$ cat src/rtl/wdt_pkg.sv
// Shared constants for the windowed watchdog timer
package wdt_pkg;

  // Register byte offsets on the APB slave
  localparam logic [7:0] OFF_CONTROL_REG0 = 8'h00;
  localparam logic [7:0] OFF_CONTROL_REG1 = 8'h04;
  localparam logic [7:0] OFF_COUNT = 8'h08;
  localparam logic [7:0] OFF_TIMER = 8'h0C;
  localparam logic [7:0] OFF_RESET_CAUSE_REG = 8'h10;

  // Control register 0 fields
  localparam int SW_ENABLE_BIT = 0;
  localparam int PRESCALE_LSB = 1;
  // Control register 1 fields
  localparam int WINDOW_LSB = 0;
  localparam int CLOCK_SELECT_LSB = 4;
  // Timer register fields
  localparam int TMR_ACTIVE_BIT = 1;
  localparam int TMR_ARMED_BIT = 2;
  localparam int TMR_VALUE_LSB = 3;
  // Reset-cause register fields
  localparam int POWERDOWN_BIT = 0;
  localparam int EXPIRY_BIT = 1;
  localparam int TIMEOUT_FLAG_BIT = 4;
  localparam int VIOLATION_BIT = 5;

  // Enable modes
  localparam logic [1:0] MODE_OFF = 2'h0;
  localparam logic [1:0] MODE_SOFTWARE = 2'h1;
  localparam logic [1:0] MODE_AWAKE = 2'h2;
  localparam logic [1:0] MODE_ALWAYS = 2'h3;

  // Clock source codes
  localparam logic [2:0] CLK_LOW_FREQ = 3'h0;
  localparam logic [2:0] CLK_MID_FREQ = 3'h1;
  localparam logic [2:0] CLK_FROM_REG = 3'h7;

  // Prescale codes: ratio is 2^(code + PRESCALE_BASE_EXP) up to PRESCALE_MAX_CODE, 2^PRESCALE_BASE_EXP above it
  localparam logic [4:0] PRESCALE_FROM_REG = 5'h1F;
  localparam logic [4:0] PRESCALE_MAX_CODE = 5'h12;
  localparam logic [4:0] PRESCALE_RESET = 5'h0B;
  localparam logic [4:0] PRESCALE_BASE_EXP = 5'h05;
  localparam int COUNT_WIDTH = 23;

  // Window codes
  localparam logic [2:0] WINDOW_FULL = 3'h7;

  // Nominal oscillator rates in Hz
  localparam int LOW_FREQ_OSC_HZ = 31000;
  localparam int MID_FREQ_OSC_HZ = 31250;

endpackage

$ cat src/rtl/wdt_count_if.sv
// Carrier between the watchdog control logic and its counter
`timescale 1ns/1ns
`default_nettype none
interface wdt_count_if #(parameter int CNT_W = 23);
  logic tick;
  logic clear;
  logic [4:0] exponent;
  logic timeout;
  logic [4:0] top_bits;
  logic [CNT_W-1:0] count;

  modport control (
    output tick,
    output clear,
    output exponent,
    input timeout,
    input top_bits,
    input count
  );

  modport counter (
    input tick,
    input clear,
    input exponent,
    output timeout,
    output top_bits,
    output count
  );
endinterface
`default_nettype wire

$ cat src/rtl/windowed_watchdog_timer.sv
// Windowed watchdog timer with APB register access
// Notes on behaviour
// RULE1: Count reaching the period without a valid clear forces a system reset.
// RULE2: Time base is the 31 kHz or the 31.25 kHz internal oscillator.
// RULE3: Enable mode 1x takes the clock source from the configuration field.
// RULE4: Enable mode 01 needs software enable; runtime field picks the clock.
// RULE5: Mode 11 always on, 10 awake only, 01 software, 00 off.
// RULE6: Configuration prescale all ones lets runtime prescale choose the period.
// RULE7: After reset the period is nominally two seconds.
// RULE8: Configuration window 111 lets the runtime window field choose.
// RULE9: Open window spans 12.5% up to 100% of the period.
// RULE10: Clear while window closed is a violation and resets the device.
// RULE11: Window opening compares upper count bits with the window threshold.
// RULE12: Violation clears the violation flag; only reset or software sets it.
// RULE13: Count clears on reset, clear, sleep, wake, disable, startup, failure, writes.
// RULE14: Windowed clears need a prior read of control register 0.
// RULE15: Unarmed clear is a violation even with the window open.
// RULE16: Count clears on sleep entry, may keep counting, clears on exit.
// RULE17: Count held clear while startup timer runs; divider changes ignored.
// RULE18: Timeout in sleep wakes instead of resetting and updates status bits.
// RULE19: Prescale 00000 is 1:32, doubling to 10010; higher codes are minimum.
// RULE20: Window 000 opens the last 12.5%, 12.5% more per step to 111.
// RULE21: Software enable is control register 0 bit 0, used only in mode 01.
// RULE22: Each clear consumes the arming; the next needs a fresh read.
// RULE23: Prescaler and timer count ticks; timeout at the selected ratio.
//
// Added by the designer: register access over APB and the register addresses.
`timescale 1ns/1ns
`default_nettype none
module windowed_watchdog_timer #(
  parameter int CNT_W = 23
) (
  input wire logic i_clock,
  input wire logic i_srst,
  input wire logic i_psel,
  input wire logic i_penable,
  input wire logic i_pwrite,
  input wire logic [7:0] i_paddr,
  input wire logic [31:0] i_pwdata,
  output logic [31:0] o_prdata,
  output logic o_pready,
  output logic o_pslverr,
  input wire logic i_low_freq_osc,
  input wire logic i_mid_freq_osc,
  input wire logic [1:0] i_cfg_enable_mode,
  input wire logic [2:0] i_cfg_clock_source,
  input wire logic [4:0] i_cfg_prescale,
  input wire logic [2:0] i_cfg_window_size,
  input wire logic i_clear_watchdog_instr,
  input wire logic i_sleep_enter,
  input wire logic i_sleep_exit,
  input wire logic i_osc_startup_timer,
  input wire logic i_osc_fail,
  output logic o_wdt_reset,
  output logic o_wake
);

  ////////////////////////////////////////////////////////////////////////////
  // Synchronisers for pins and straps

  localparam int SYNC_W = 15;

  logic [SYNC_W-1:0] meta_r;
  logic [SYNC_W-1:0] sync_r;
  logic [1:0] osc_last_r;
  logic [1:0] cfg_mode;
  logic [2:0] cfg_clk;
  logic [4:0] cfg_ps;
  logic [2:0] cfg_win;
  logic [1:0] osc_now;

  always_ff @(posedge i_clock) begin
    if (i_srst) begin
      meta_r <= '0;
      sync_r <= '0;
    end else begin
      meta_r <= {i_low_freq_osc, i_mid_freq_osc, i_cfg_enable_mode,
                 i_cfg_clock_source, i_cfg_prescale, i_cfg_window_size};
      sync_r <= meta_r;
    end
  end

  assign osc_now = sync_r[14:13];
  assign cfg_mode = sync_r[12:11];
  assign cfg_clk = sync_r[10:8];
  assign cfg_ps = sync_r[7:3];
  assign cfg_win = sync_r[2:0];

  always_ff @(posedge i_clock) begin
    if (i_srst) begin
      osc_last_r <= '0;
    end else begin
      osc_last_r <= osc_now;
    end
  end

  ////////////////////////////////////////////////////////////////////////////
  // APB slave

  logic pready_r;
  logic pslverr_r;
  logic [31:0] prdata_r;
  logic access;
  logic done;
  logic wr_done;
  logic rd_done;
  logic wr_ctrl0;
  logic wr_ctrl1;
  logic wr_cause;
  logic mapped;
  logic [31:0] read_mux;

  assign access = i_psel && i_penable && !pready_r;
  assign done = i_psel && i_penable && pready_r;
  assign wr_done = done && i_pwrite;
  assign rd_done = done && !i_pwrite;
  assign wr_ctrl0 = wr_done && (i_paddr == wdt_pkg::OFF_CONTROL_REG0);
  assign wr_ctrl1 = wr_done && (i_paddr == wdt_pkg::OFF_CONTROL_REG1);
  assign wr_cause = wr_done && (i_paddr == wdt_pkg::OFF_RESET_CAUSE_REG);

  always_comb begin
    mapped = (i_paddr == wdt_pkg::OFF_CONTROL_REG0) ||
             (i_paddr == wdt_pkg::OFF_CONTROL_REG1) ||
             (i_paddr == wdt_pkg::OFF_COUNT) ||
             (i_paddr == wdt_pkg::OFF_TIMER) ||
             (i_paddr == wdt_pkg::OFF_RESET_CAUSE_REG);
  end

  // One wait state: ready rises in the second access cycle
  always_ff @(posedge i_clock) begin
    if (i_srst) begin
      pready_r <= 1'b0;
      pslverr_r <= 1'b0;
      prdata_r <= 32'h0000_0000;
    end else begin
      pready_r <= access;
      pslverr_r <= access && !mapped;
      if (access && !i_pwrite) begin
        prdata_r <= read_mux;
      end else if (done) begin
        prdata_r <= 32'h0000_0000;
      end
    end
  end

  ////////////////////////////////////////////////////////////////////////////
  // Control registers

  logic sw_enable_r;
  logic [4:0] rt_ps_r;
  logic [2:0] rt_clk_r;
  logic [2:0] rt_win_r;
  logic [4:0] eff_ps;
  logic [2:0] eff_clk;
  logic [2:0] eff_win;

  always_ff @(posedge i_clock) begin
    if (i_srst) begin
      sw_enable_r <= 1'b0;
      rt_ps_r <= wdt_pkg::PRESCALE_RESET; // [RULE7]
    end else if (wr_ctrl0) begin
      sw_enable_r <= i_pwdata[wdt_pkg::SW_ENABLE_BIT]; // [RULE21]
      if (cfg_ps == wdt_pkg::PRESCALE_FROM_REG) begin
        rt_ps_r <= i_pwdata[wdt_pkg::PRESCALE_LSB +: 5];
      end
    end
  end

  always_ff @(posedge i_clock) begin
    if (i_srst) begin
      rt_clk_r <= wdt_pkg::CLK_LOW_FREQ;
      rt_win_r <= wdt_pkg::WINDOW_FULL;
    end else if (wr_ctrl1) begin
      if (cfg_clk == wdt_pkg::CLK_FROM_REG) begin
        rt_clk_r <= i_pwdata[wdt_pkg::CLOCK_SELECT_LSB +: 3];
      end
      if (cfg_win == wdt_pkg::WINDOW_FULL) begin
        rt_win_r <= i_pwdata[wdt_pkg::WINDOW_LSB +: 3];
      end
    end
  end

  always_comb begin
    eff_ps = (cfg_ps == wdt_pkg::PRESCALE_FROM_REG) ? rt_ps_r : cfg_ps; // [RULE6]
    eff_win = (cfg_win == wdt_pkg::WINDOW_FULL) ? rt_win_r : cfg_win; // [RULE8]
    if (cfg_mode[1]) begin
      eff_clk = cfg_clk; // [RULE3]
    end else begin
      eff_clk = rt_clk_r; // [RULE4]
    end
  end

  ////////////////////////////////////////////////////////////////////////////
  // Mode, arming and sleep

  logic sleeping_r;
  logic armed_r;
  logic active;
  logic windowed;
  logic window_open;
  logic clr;
  logic valid_clear;
  logic violation;
  logic tick;

  always_ff @(posedge i_clock) begin
    if (i_srst) begin
      sleeping_r <= 1'b0;
    end else if (i_sleep_enter) begin
      sleeping_r <= 1'b1;
    end else if (i_sleep_exit) begin
      sleeping_r <= 1'b0;
    end
  end

  always_comb begin
    unique case (cfg_mode) // [RULE5]
      wdt_pkg::MODE_ALWAYS: active = 1'b1;
      wdt_pkg::MODE_AWAKE: active = !sleeping_r;
      wdt_pkg::MODE_SOFTWARE: active = sw_enable_r; // [RULE4] [RULE21]
      wdt_pkg::MODE_OFF: active = 1'b0;
    endcase
  end

  // Reserved clock codes give no ticks
  always_comb begin
    unique case (eff_clk) // [RULE2]
      wdt_pkg::CLK_LOW_FREQ: tick = osc_now[1] && !osc_last_r[1];
      wdt_pkg::CLK_MID_FREQ: tick = osc_now[0] && !osc_last_r[0];
      default: tick = 1'b0;
    endcase
  end

  wdt_count_if #(.CNT_W(CNT_W)) cnt_if ();

  function automatic logic [4:0] ratio_exponent(input logic [4:0] code);
    if (code > wdt_pkg::PRESCALE_MAX_CODE) begin
      ratio_exponent = wdt_pkg::PRESCALE_BASE_EXP;
    end else begin
      ratio_exponent = code + wdt_pkg::PRESCALE_BASE_EXP;
    end
  endfunction

  // Open when upper three count bits reach 7 - window code
  always_comb begin
    windowed = (eff_win != wdt_pkg::WINDOW_FULL);
    window_open = (cnt_if.top_bits[4:2] >= (3'h7 - eff_win)); // [RULE11] [RULE9] [RULE20]
    clr = i_clear_watchdog_instr && active;
    valid_clear = clr && (!windowed || (armed_r && window_open)); // [RULE14]
    violation = clr && windowed && (!armed_r || !window_open); // [RULE10] [RULE15]
  end

  // Read of control register 0 arms; each clear consumes it, read wins
  always_ff @(posedge i_clock) begin
    if (i_srst) begin
      armed_r <= 1'b0;
    end else if (rd_done && (i_paddr == wdt_pkg::OFF_CONTROL_REG0)) begin
      armed_r <= 1'b1; // [RULE14]
    end else if (i_clear_watchdog_instr) begin
      armed_r <= 1'b0; // [RULE22]
    end
  end

  ////////////////////////////////////////////////////////////////////////////
  // Counter

  assign cnt_if.tick = tick && active;
  assign cnt_if.exponent = ratio_exponent(eff_ps); // [RULE19]
  assign cnt_if.clear = valid_clear || violation || i_sleep_enter ||
                        i_sleep_exit || !active || i_osc_startup_timer ||
                        i_osc_fail || wr_ctrl0 || wr_ctrl1; // [RULE13] [RULE16] [RULE17]

  wdt_counter #(.CNT_W(CNT_W)) u_counter (
    .i_clock(i_clock),
    .i_srst(i_srst),
    .port(cnt_if.counter)
  );

  ////////////////////////////////////////////////////////////////////////////
  // Reset and wake outputs, status flags

  logic wdt_reset_r;
  logic wake_r;
  logic viol_flag_r;
  logic timeout_flag_r;
  logic expiry_r;
  logic powerdown_r;
  logic timeout_awake;
  logic timeout_asleep;

  assign timeout_awake = cnt_if.timeout && !sleeping_r;
  assign timeout_asleep = cnt_if.timeout && sleeping_r;

  always_ff @(posedge i_clock) begin
    if (i_srst) begin
      wdt_reset_r <= 1'b0;
      wake_r <= 1'b0;
    end else begin
      wdt_reset_r <= timeout_awake || violation; // [RULE1] [RULE10]
      wake_r <= timeout_asleep; // [RULE18]
    end
  end

  // Flags are active low; hardware clearing wins over a software write
  always_ff @(posedge i_clock) begin
    if (i_srst) begin
      viol_flag_r <= 1'b1;
      timeout_flag_r <= 1'b1;
    end else begin
      if (violation) begin
        viol_flag_r <= 1'b0; // [RULE12]
      end else if (wr_cause) begin
        viol_flag_r <= i_pwdata[wdt_pkg::VIOLATION_BIT]; // [RULE12]
      end
      if (cnt_if.timeout) begin
        timeout_flag_r <= 1'b0; // [RULE18]
      end else if (wr_cause) begin
        timeout_flag_r <= i_pwdata[wdt_pkg::TIMEOUT_FLAG_BIT];
      end
    end
  end

  always_ff @(posedge i_clock) begin
    if (i_srst) begin
      expiry_r <= 1'b1;
      powerdown_r <= 1'b1;
    end else if (timeout_asleep) begin
      expiry_r <= 1'b0; // [RULE18]
      powerdown_r <= 1'b0;
    end else if (timeout_awake) begin
      expiry_r <= 1'b0;
    end else if (i_sleep_enter) begin
      powerdown_r <= 1'b0;
    end else if (i_clear_watchdog_instr) begin
      expiry_r <= 1'b1;
      powerdown_r <= 1'b1;
    end
  end

  ////////////////////////////////////////////////////////////////////////////
  // Read data

  always_comb begin
    read_mux = 32'h0000_0000;
    unique case (i_paddr)
      wdt_pkg::OFF_CONTROL_REG0: begin
        read_mux[wdt_pkg::SW_ENABLE_BIT] = sw_enable_r;
        read_mux[wdt_pkg::PRESCALE_LSB +: 5] = eff_ps;
      end
      wdt_pkg::OFF_CONTROL_REG1: begin
        read_mux[wdt_pkg::CLOCK_SELECT_LSB +: 3] = eff_clk;
        read_mux[wdt_pkg::WINDOW_LSB +: 3] = eff_win;
      end
      wdt_pkg::OFF_COUNT: begin
        read_mux[CNT_W-1:0] = cnt_if.count;
      end
      wdt_pkg::OFF_TIMER: begin
        read_mux[wdt_pkg::TMR_VALUE_LSB +: 5] = cnt_if.top_bits;
        read_mux[wdt_pkg::TMR_ARMED_BIT] = armed_r;
        read_mux[wdt_pkg::TMR_ACTIVE_BIT] = active;
      end
      wdt_pkg::OFF_RESET_CAUSE_REG: begin
        read_mux[wdt_pkg::VIOLATION_BIT] = viol_flag_r;
        read_mux[wdt_pkg::TIMEOUT_FLAG_BIT] = timeout_flag_r;
        read_mux[wdt_pkg::EXPIRY_BIT] = expiry_r;
        read_mux[wdt_pkg::POWERDOWN_BIT] = powerdown_r;
      end
      default: read_mux = 32'h0000_0000;
    endcase
  end

  assign o_prdata = prdata_r;
  assign o_pready = pready_r;
  assign o_pslverr = pslverr_r;
  assign o_wdt_reset = wdt_reset_r;
  assign o_wake = wake_r;

endmodule // windowed_watchdog_timer
`default_nettype wire

$ cat src/rtl/wdt_counter.sv
// Prescaler and timer counting watchdog clock ticks
`timescale 1ns/1ns
`default_nettype none
module wdt_counter #(
  parameter int CNT_W = 23
) (
  input wire logic i_clock,
  input wire logic i_srst,
  wdt_count_if.counter port
);

  if (CNT_W < wdt_pkg::COUNT_WIDTH || CNT_W > 32) begin : g_check
    $error("wdt_counter: CNT_W must lie between 23 and 32");
  end

  logic [CNT_W-1:0] count_r;
  logic timeout_r;
  logic [CNT_W-1:0] last_count;
  logic [CNT_W-1:0] aligned;

  always_comb begin
    last_count = CNT_W'((64'd1 << port.exponent) - 64'd1);
    // Upper bits of the count relative to the selected period
    aligned = count_r << (CNT_W - int'(port.exponent));
  end

  always_ff @(posedge i_clock) begin
    if (i_srst || port.clear) begin
      count_r <= '0;
    end else if (port.tick) begin
      if (count_r >= last_count) begin
        count_r <= '0;
      end else begin
        count_r <= count_r + CNT_W'(1);
      end
    end
  end

  always_ff @(posedge i_clock) begin
    if (i_srst) begin
      timeout_r <= 1'b0;
    end else begin
      timeout_r <= port.tick && !port.clear && (count_r >= last_count); // [RULE23]
    end
  end

  assign port.timeout = timeout_r;
  assign port.top_bits = aligned[CNT_W-1 -: 5];
  assign port.count = count_r;

endmodule // wdt_counter
`default_nettype wire

$ cat config.mk
export PLATFORM = sky130hd
export DESIGN_NAME = windowed_watchdog_timer
export DESIGN_NICKNAME = d
export VERILOG_FILES = /design/src/rtl/wdt_pkg.sv /design/src/rtl/wdt_count_if.sv /design/src/rtl/windowed_watchdog_timer.sv /design/src/rtl/wdt_counter.sv
export SDC_FILE = /design/constraint.sdc
export NUM_CORES = 1
export LEC_CHECK = 0
export CAP_MARGIN = 20
export CORE_AREA = 2 2 126 128
export CTS_CLUSTER_DIAMETER = 40
export DETAILED_ROUTE_END_ITERATION = 16
export DIE_AREA = 0 0 128 130
export DONT_BUFFER_PORTS = 1
export GPL_ROUTABILITY_DRIVEN = 1
export PLACE_DENSITY_LB_ADDON = 0.12
export SETUP_SLACK_MARGIN = 0.2
export SLEW_MARGIN = 20
export SYNTH_ARGS = -nofsm -noshare
export SYNTH_HDL_FRONTEND = slang
export SYNTH_SLANG_ARGS = --single-unit
$ cat constraint.sdc
create_clock -name i_clock -period 5.4 [get_ports i_clock]
set_input_delay 0.81 -clock i_clock [delete_from_list [all_inputs] [get_ports i_clock]]
set_output_delay 0.81 -clock i_clock [all_outputs]
set_load 0.01 [all_outputs]
# Word-level counts from Yosys, hierarchy flattened
# Index checks and enable logic that the tools add are counted.
# word_totals
regBits	101
out_inout_bits	36
# classes
add_sub_neg	5
order_cmp	3
n_eq_ne	14
n_shift	2
mux	32
n_reduce_logical	65
# ops
operator	count
$mux W23	3
$shl A23 B32 Y23	1
$add A23 B1 Y23 const B	1
$ge A23 B23 Y1	1
$logic_and A1 B1 Y1	23
$shl A1 B5 Y23 const A	1
$sub A23 B1 Y23 const B	1
$eq A8 B4 Y1 const B	2
$logic_or A1 B1 Y1	16
$mux W1	15
$mux W15	1
$pmux W1 S4	3
$logic_not A1 Y1	11
$mux W5	2
$pmux W2 S5	1
$reduce_and A2 Y1	5
$reduce_bool A2 Y1	5
$eq A8 B3 Y1 const B	1
$eq A8 B5 Y1 const B	1
$logic_not A8 Y1	1
$eq A3 B3 Y1 const B	2
$mux W3	2
$pmux W1 S3	2
$reduce_bool A3 Y1	2
other kinds (16)	18

# Depth between registers and ports, before layout
# depth
ltp_word	21
ltp_mapped	32
ltp_nobuf	25

# Hierarchy
# A second synthesis with hierarchy kept.
# unflattened
hier_cells	717
area_unflattened_um2	6140.9
# modules_own_cells
mod	instances	cells_each	area_each_um2	seq_area_each_um2
windowed_watchdog_timer	1	354	3349.5	1541.5
wdt_counter	1	363	2791.4	480.5

# Least setup slack after synthesis
# No wires, ideal clock.
# synth_path
kind	reg2reg
startpoint	register sync_r[6]
endpoint	register u_counter.count_r[3], in the netlist u_counter.port.count[3]
t_arrival_ns	5.744
path_slack_ns	-0.423
path_stages_with_launch	32
n_path_buf	7
synth_period_minus_slack_ns	5.823
path_cell_list	dfxtp_1 buf_2 nand3_1 o21a_1 inv_2 buf_4 buf_2 ha_1 nor2b_1 o21ai_2 a31o_2 nand2_1 buf_2 clkbuf_1 nor3_1 nand2_1 ha_1 clkbuf_1 nor3b_1 a21oi_1 o32ai_1 ha_1 nand4_1 nor3_1 a21oi_1 nand2_1 a21o_1 or4b_1 o21ai_0 a21oi_1 clkbuf_1 nor3_1
# synth_between
elab_chain_cells	19
word_cells_on_any_way	27
cone_classes	3 x add/sub; 3 x order compare; 1 x eq/ne; 2 x shift; 3 x mux; 15 x reduce/logical
# synth_lines
element	line_no	text
from (decl)	windowed_watchdog_timer.sv:64	logic [SYNC_W-1:0] sync_r;
from (signal assigned)	windowed_watchdog_timer.sv:79	sync_r <= meta_r;
$eq A5 B5 Y1	windowed_watchdog_timer.sv:184	eff_ps = (cfg_ps == wdt_pkg::PRESCALE_FROM_REG) ? rt_ps_r : cfg_ps;
$mux W5 *	windowed_watchdog_timer.sv:184	
$add A5 B3 Y5 / $gt A5 B5 Y1 (equally long branches)	windowed_watchdog_timer.sv:240, windowed_watchdog_timer.sv:237	
$mux W5 *	windowed_watchdog_timer.sv:237	if (code > wdt_pkg::PRESCALE_MAX_CODE) begin
$sub A5 B5 Y6	wdt_counter.sv:24	aligned = count_r << (CNT_W - int'(port.exponent));
$shl A23 B32 Y23	wdt_counter.sv:24	
$ge A3 B3 Y1	windowed_watchdog_timer.sv:247	window_open = (cnt_if.top_bits[4:2] >= (3'h7 - eff_win));
$logic_and A1 B1 Y1 / $logic_not A1 Y1 (equally long branches)	windowed_watchdog_timer.sv:249, windowed_watchdog_timer.sv:250	
$logic_or A1 B1 Y1, on equally long branches	windowed_watchdog_timer.sv:249, windowed_watchdog_timer.sv:250	
$logic_and A1 B1 Y1, on equally long branches	windowed_watchdog_timer.sv:249, windowed_watchdog_timer.sv:250	
$logic_or A1 B1 Y1 (3 in series)	windowed_watchdog_timer.sv:269	assign cnt_if.clear = valid_clear || violation || i_sleep_enter ||
$logic_or A1 B1 Y1 (3 in series)	windowed_watchdog_timer.sv:270	i_sleep_exit || !active || i_osc_startup_timer ||
$logic_or A1 B1 Y1 (2 in series)	windowed_watchdog_timer.sv:271	i_osc_fail || wr_ctrl0 || wr_ctrl1;
$logic_or A1 B1 Y1	wdt_counter.sv:28	if (i_srst || port.clear) begin
to (signal assigned)	wdt_counter.sv:34	count_r <= count_r + CNT_W'(1);
to (decl)	wdt_counter.sv:16	logic [CNT_W-1:0] count_r;
# Every way passes the cells marked *; elsewhere a longest branch is shown, timed or not.
# A chain may end at the register's enable or synchronous reset.

# Final worst setup path
# layout_path
startpoint	register rt_ps_r[1]
endpoint	register u_counter.count_r[15], in the netlist u_counter.port.count[15]
# layout_between
elab_chain_cells	18
word_cells_on_any_way	26
cone_classes	3 x add/sub; 3 x order compare; 2 x shift; 3 x mux; 15 x reduce/logical
# layout_lines
element	line_no	text
from (decl)	windowed_watchdog_timer.sv:150	logic [4:0] rt_ps_r;
from (signal assigned)	windowed_watchdog_timer.sv:160	rt_ps_r <= wdt_pkg::PRESCALE_RESET;
from (signal assigned)	windowed_watchdog_timer.sv:164	rt_ps_r <= i_pwdata[wdt_pkg::PRESCALE_LSB +: 5];
$mux W5 *	windowed_watchdog_timer.sv:184	
$add A5 B3 Y5 / $gt A5 B5 Y1 (equally long branches)	windowed_watchdog_timer.sv:240, windowed_watchdog_timer.sv:237	
$mux W5 *	windowed_watchdog_timer.sv:237	
$sub A5 B5 Y6	wdt_counter.sv:24	
$shl A23 B32 Y23	wdt_counter.sv:24	
$ge A3 B3 Y1	windowed_watchdog_timer.sv:247	
$logic_and A1 B1 Y1 / $logic_not A1 Y1 (equally long branches)	windowed_watchdog_timer.sv:249, windowed_watchdog_timer.sv:250	
$logic_or A1 B1 Y1, on equally long branches	windowed_watchdog_timer.sv:249, windowed_watchdog_timer.sv:250	
$logic_and A1 B1 Y1, on equally long branches	windowed_watchdog_timer.sv:249, windowed_watchdog_timer.sv:250	
$logic_or A1 B1 Y1 (3 in series)	windowed_watchdog_timer.sv:269	
$logic_or A1 B1 Y1 (3 in series)	windowed_watchdog_timer.sv:270	
$logic_or A1 B1 Y1 (2 in series)	windowed_watchdog_timer.sv:271	
$logic_or A1 B1 Y1	wdt_counter.sv:28	
# Marks and branches as above.

==> results.json <==
{
  "grt_max_degree": 69,
  "fill_cells": 1502,
  "clock_latency_ns": 0.35,
  "start_kind": "flip-flop",
  "rows": 46,
  "setup_violations": 0,
  "drc": 0,
  "cts_tree": "yes",
  "area_growth_pct": 15.3,
  "yosys_warnings": 0,
  "seq_area_sq_um": 2030,
  "layout_min_cycle_time_ns": 5.02,
  "ys_seq_area_share_pct": 31.2,
  "io_buffers": 0,
  "crit_type": "flip-flop to flip-flop",
  "timing.hold.ws_ns": 0.434,
  "cts.path.max_buffers": 2,
  "syn_inst": 802,
  "synth_seq_cells": 101,
  "syn_area_per_cell_sq_um": 8.08,
  "hold_buffers": 0,
  "grt_pass1_wl_um": 31000,
  "multi_input_area_sq_um": 4360,
  "die_area_sq_um": 16600,
  "nets": 905,
  "drv_slew": 0,
  "fin_cells": 1003,
  "cts.sinks": 101,
  "grtUsageTotal_pct": 23.6,
  "hpwlAfterDp_um": 14300,
  "met2_length_um": 9800,
  "whs_path_depth": 1,
  "ir_drop_mv": 0.205,
  "gp_congestion": 0.921,
  "boundaryPins": 101,
  "initial_core_util_pct": 42.0,
  "cts.clk_slew.worst_paths_ns": 0.07,
  "topRoutingLayerUsed": "met4",
  "wl_um": 19900,
  "rsz0062_at_grt": "false",
  "ant_nets": 0,
  "drive_gt1_share_pct": 17.8,
  "cts-root-buf": "clkbuf_16",
  "slew_headroom_pct": 31.6,
  "wl_met3_um": 1270,
  "required_ns": 5.68,
  "coreArea_sq_um": 15400,
  "crit_arrival_ns": 5.30,
  "synthTopCellsByArea": "dfxtp_1, ha_1, nand2_1",
  "antenna_cells": 0,
  "status": "finished, final reports clean",
  "hold_path_class": "flip-flop to flip-flop",
  "antenna_found_initial": 0,
  "synth_top_cell_area_share_pct": 31.2,
  "synth_edf_count": 0,
  "wire_per_inst_um": 19.8,
  "grt_remaining_overflow": 0,
  "clock-skew-final_ns": 0.00836,
  "met1_length_um": 8540,
  "async_flop_share_pct": 0,
  "synth_commonest_cells": "dfxtp_1, nand2_1, nor2_1",
  "synthesis.area_sq_um": 6480,
  "cts_inserted_buffers": 9,
  "die_x_um": 128,
  "synth_most_common_cell": "dfxtp_1",
  "end_kind": "flip-flop",
  "setup_tns_ns": 0,
  "synth_ff_type": "dfxtp_1",
  "reg2reg_depth": 26,
  "critPathMaxFanout": 11,
  "vias_per_cell": 6.06,
  "fp.dieH_um": 130,
  "synth_cell_types": 81,
  "p_leak_nw": 2.69,
  "tightestPinTransition_ns": 1.02,
  "hold_viol_final": 0,
  "ctsHtreeMaxLevel": 3,
  "fin_crit_sh_pct": 92.9,
  "vias": 6082,
  "p_per_area_nw_per_um2": 224,
  "first_pass_iters": 6,
  "dp_cells": 972,
  "first_iter_violations": 526,
  "max_freq_mhz": 199,
  "yosys.area.top_type": "dfxtp_1",
  "grt_pass1_vias": 5703,
  "maxCapViolations": 0
}
## kinds of logic after synthesis
kind of cell / synth area share (%)
muxes: 5.10
DFF: 31.2
adders and majority gates: 6.57
other: 0.0579
AOI/OAI and AO/OA: 20.3
xor gates and xnor gates: 3.92
and+or+nand+nor: 26.8
buffers and inverters: 6.01
## repair_timing
item | in CTS | in global routing
setup buffers | 1 | 12
gates cloned | 0 | 2
gates resized for setup | 6 | 46
pin swaps | 1 | 18
setup endpoints to repair | 23 | 24
## final timing paths
path / startpoint / endpoint / slack, ns
worst min-delay path: meta_r[14] / sync_r[14] / 0.43
worst min register to register: meta_r[14] / sync_r[14] / 0.43
worst max register to register: rt_ps_r[1] / u_counter.port.count[15] / 0.38
worst max-delay path: rt_ps_r[1] / u_counter.port.count[15] / 0.38
## routing by layer
layer	track usage, %	vias to the layer above
li1	-	2906
met1	30.6	2934
met2	40.9	218
met3	4.26	24
met4	5.75	0
met5	0	-
## critical path, stage by stage, from the launching register on
cell and delay (ns):
dfxtp_2 0.33, nand2b_4 0.15, o21ai_4 0.16, inv_2 0.07, ha_2 0.20, buf_4 0.15
mux2i_2 0.19, nor2_4 0.14, nand2_1 0.08, or3_4 0.40, ha_4 0.18, buf_8 0.14
nor3_4 0.17, a21oi_1 0.06, nor3_1 0.17, a21oi_1 0.07, ha_1 0.34, nand4_1 0.13
nor3_1 0.07, a21oi_1 0.16, nand2_1 0.08, a21o_1 0.17, or4b_4 0.55, o21ai_4 0.24
a21oi_4 0.16, clkbuf_16 0.23, nor3_1 0.16
## placed cells by master (no fill, tap or decap), types with 4 or more instances in the layout
master and count:
dfxtp_1 94, nand2_1 78, nor2_1 64, buf_4 43
a21oi_1 42, nor2b_1 37, ha_1 31, o21ai_0 30
nand3_1 29, nor3_1 28, mux2i_1 26, nor3_2 19
inv_1 18, nand4_1 18, a22oi_1 17, xor2_1 16
xnor2_1 13, clkbuf_16 11, and3_1 9, conb_1 9
o22ai_1 8, a21o_1 7, nor4_1 7, o211ai_1 6
dfxtp_2 6, a31oi_1 5, o21a_1 5, o31ai_4 4
nor2_2 4, a32oi_1 4, nand2b_1 4, nor3b_1 4
or3_1 4
## state kept, by name, indices dropped and copies added, names as in the netlist
signal / cells
expiry_r: 1
u_counter.port.timeout: 1
sync_r: 15
sleeping_r: 1
o_wdt_reset: 1
o_wake: 1
u_counter.port.count: 23
rt_win_r: 3
powerdown_r: 1
osc_last_r: 2
rt_ps_r: 5
viol_flag_r: 1
timeout_flag_r: 1
armed_r: 1
sw_enable_r: 1
rt_clk_r: 3
meta_r: 15
o_prdata: 23
o_pslverr: 1
o_pready: 1
## stage by stage
| step | total power [mW] | setup WS [ns] | utilization [%] | cell area [sq um] |
|---|---|---|---|---|
| 2_1_floorplan | 0.954 | 0.212 | - | 6610 |
| 3_3_place_gp | 0.998 | 0.105 | 43.8 | 6760 |
| 3_5_place_dp | 1.00 | 0.0195 | 43.9 | 6770 |
| 4_1_cts | 1.67 | 0.210 | 46.1 | 7110 |
| 5_1_grt | 1.74 | 0.187 | 48.4 | 7460 |
| 6_report | 1.67 | 0.381 | 48.4 | 7460 |
## cell type report
| cell class | instances | area share [%] |
|---|---|---|
| Clock buffer | 9 | 3.02 |
| Multi-Input combinational cell | 623 | 58.4 |
| Tap cell | 192 | 3.22 |
| Sequential cell | 101 | 27.2 |
| Clock inverter | 7 | 1.07 |
| Timing Repair Buffer | 50 | 5.92 |
| Inverter | 21 | 1.09 |
## report_power, final
| group | total [mW] | internal, mW | switching, mW |
|---|---|---|---|
| sequential | 0.765 | 0.757 | 0.00802 |
| clock | 0.670 | 0.366 | 0.304 |
| combinational | 0.239 | 0.0934 | 0.146 |
| total | 1.67 | 1.22 | 0.458 |
(Power assumes the default switching activity.)
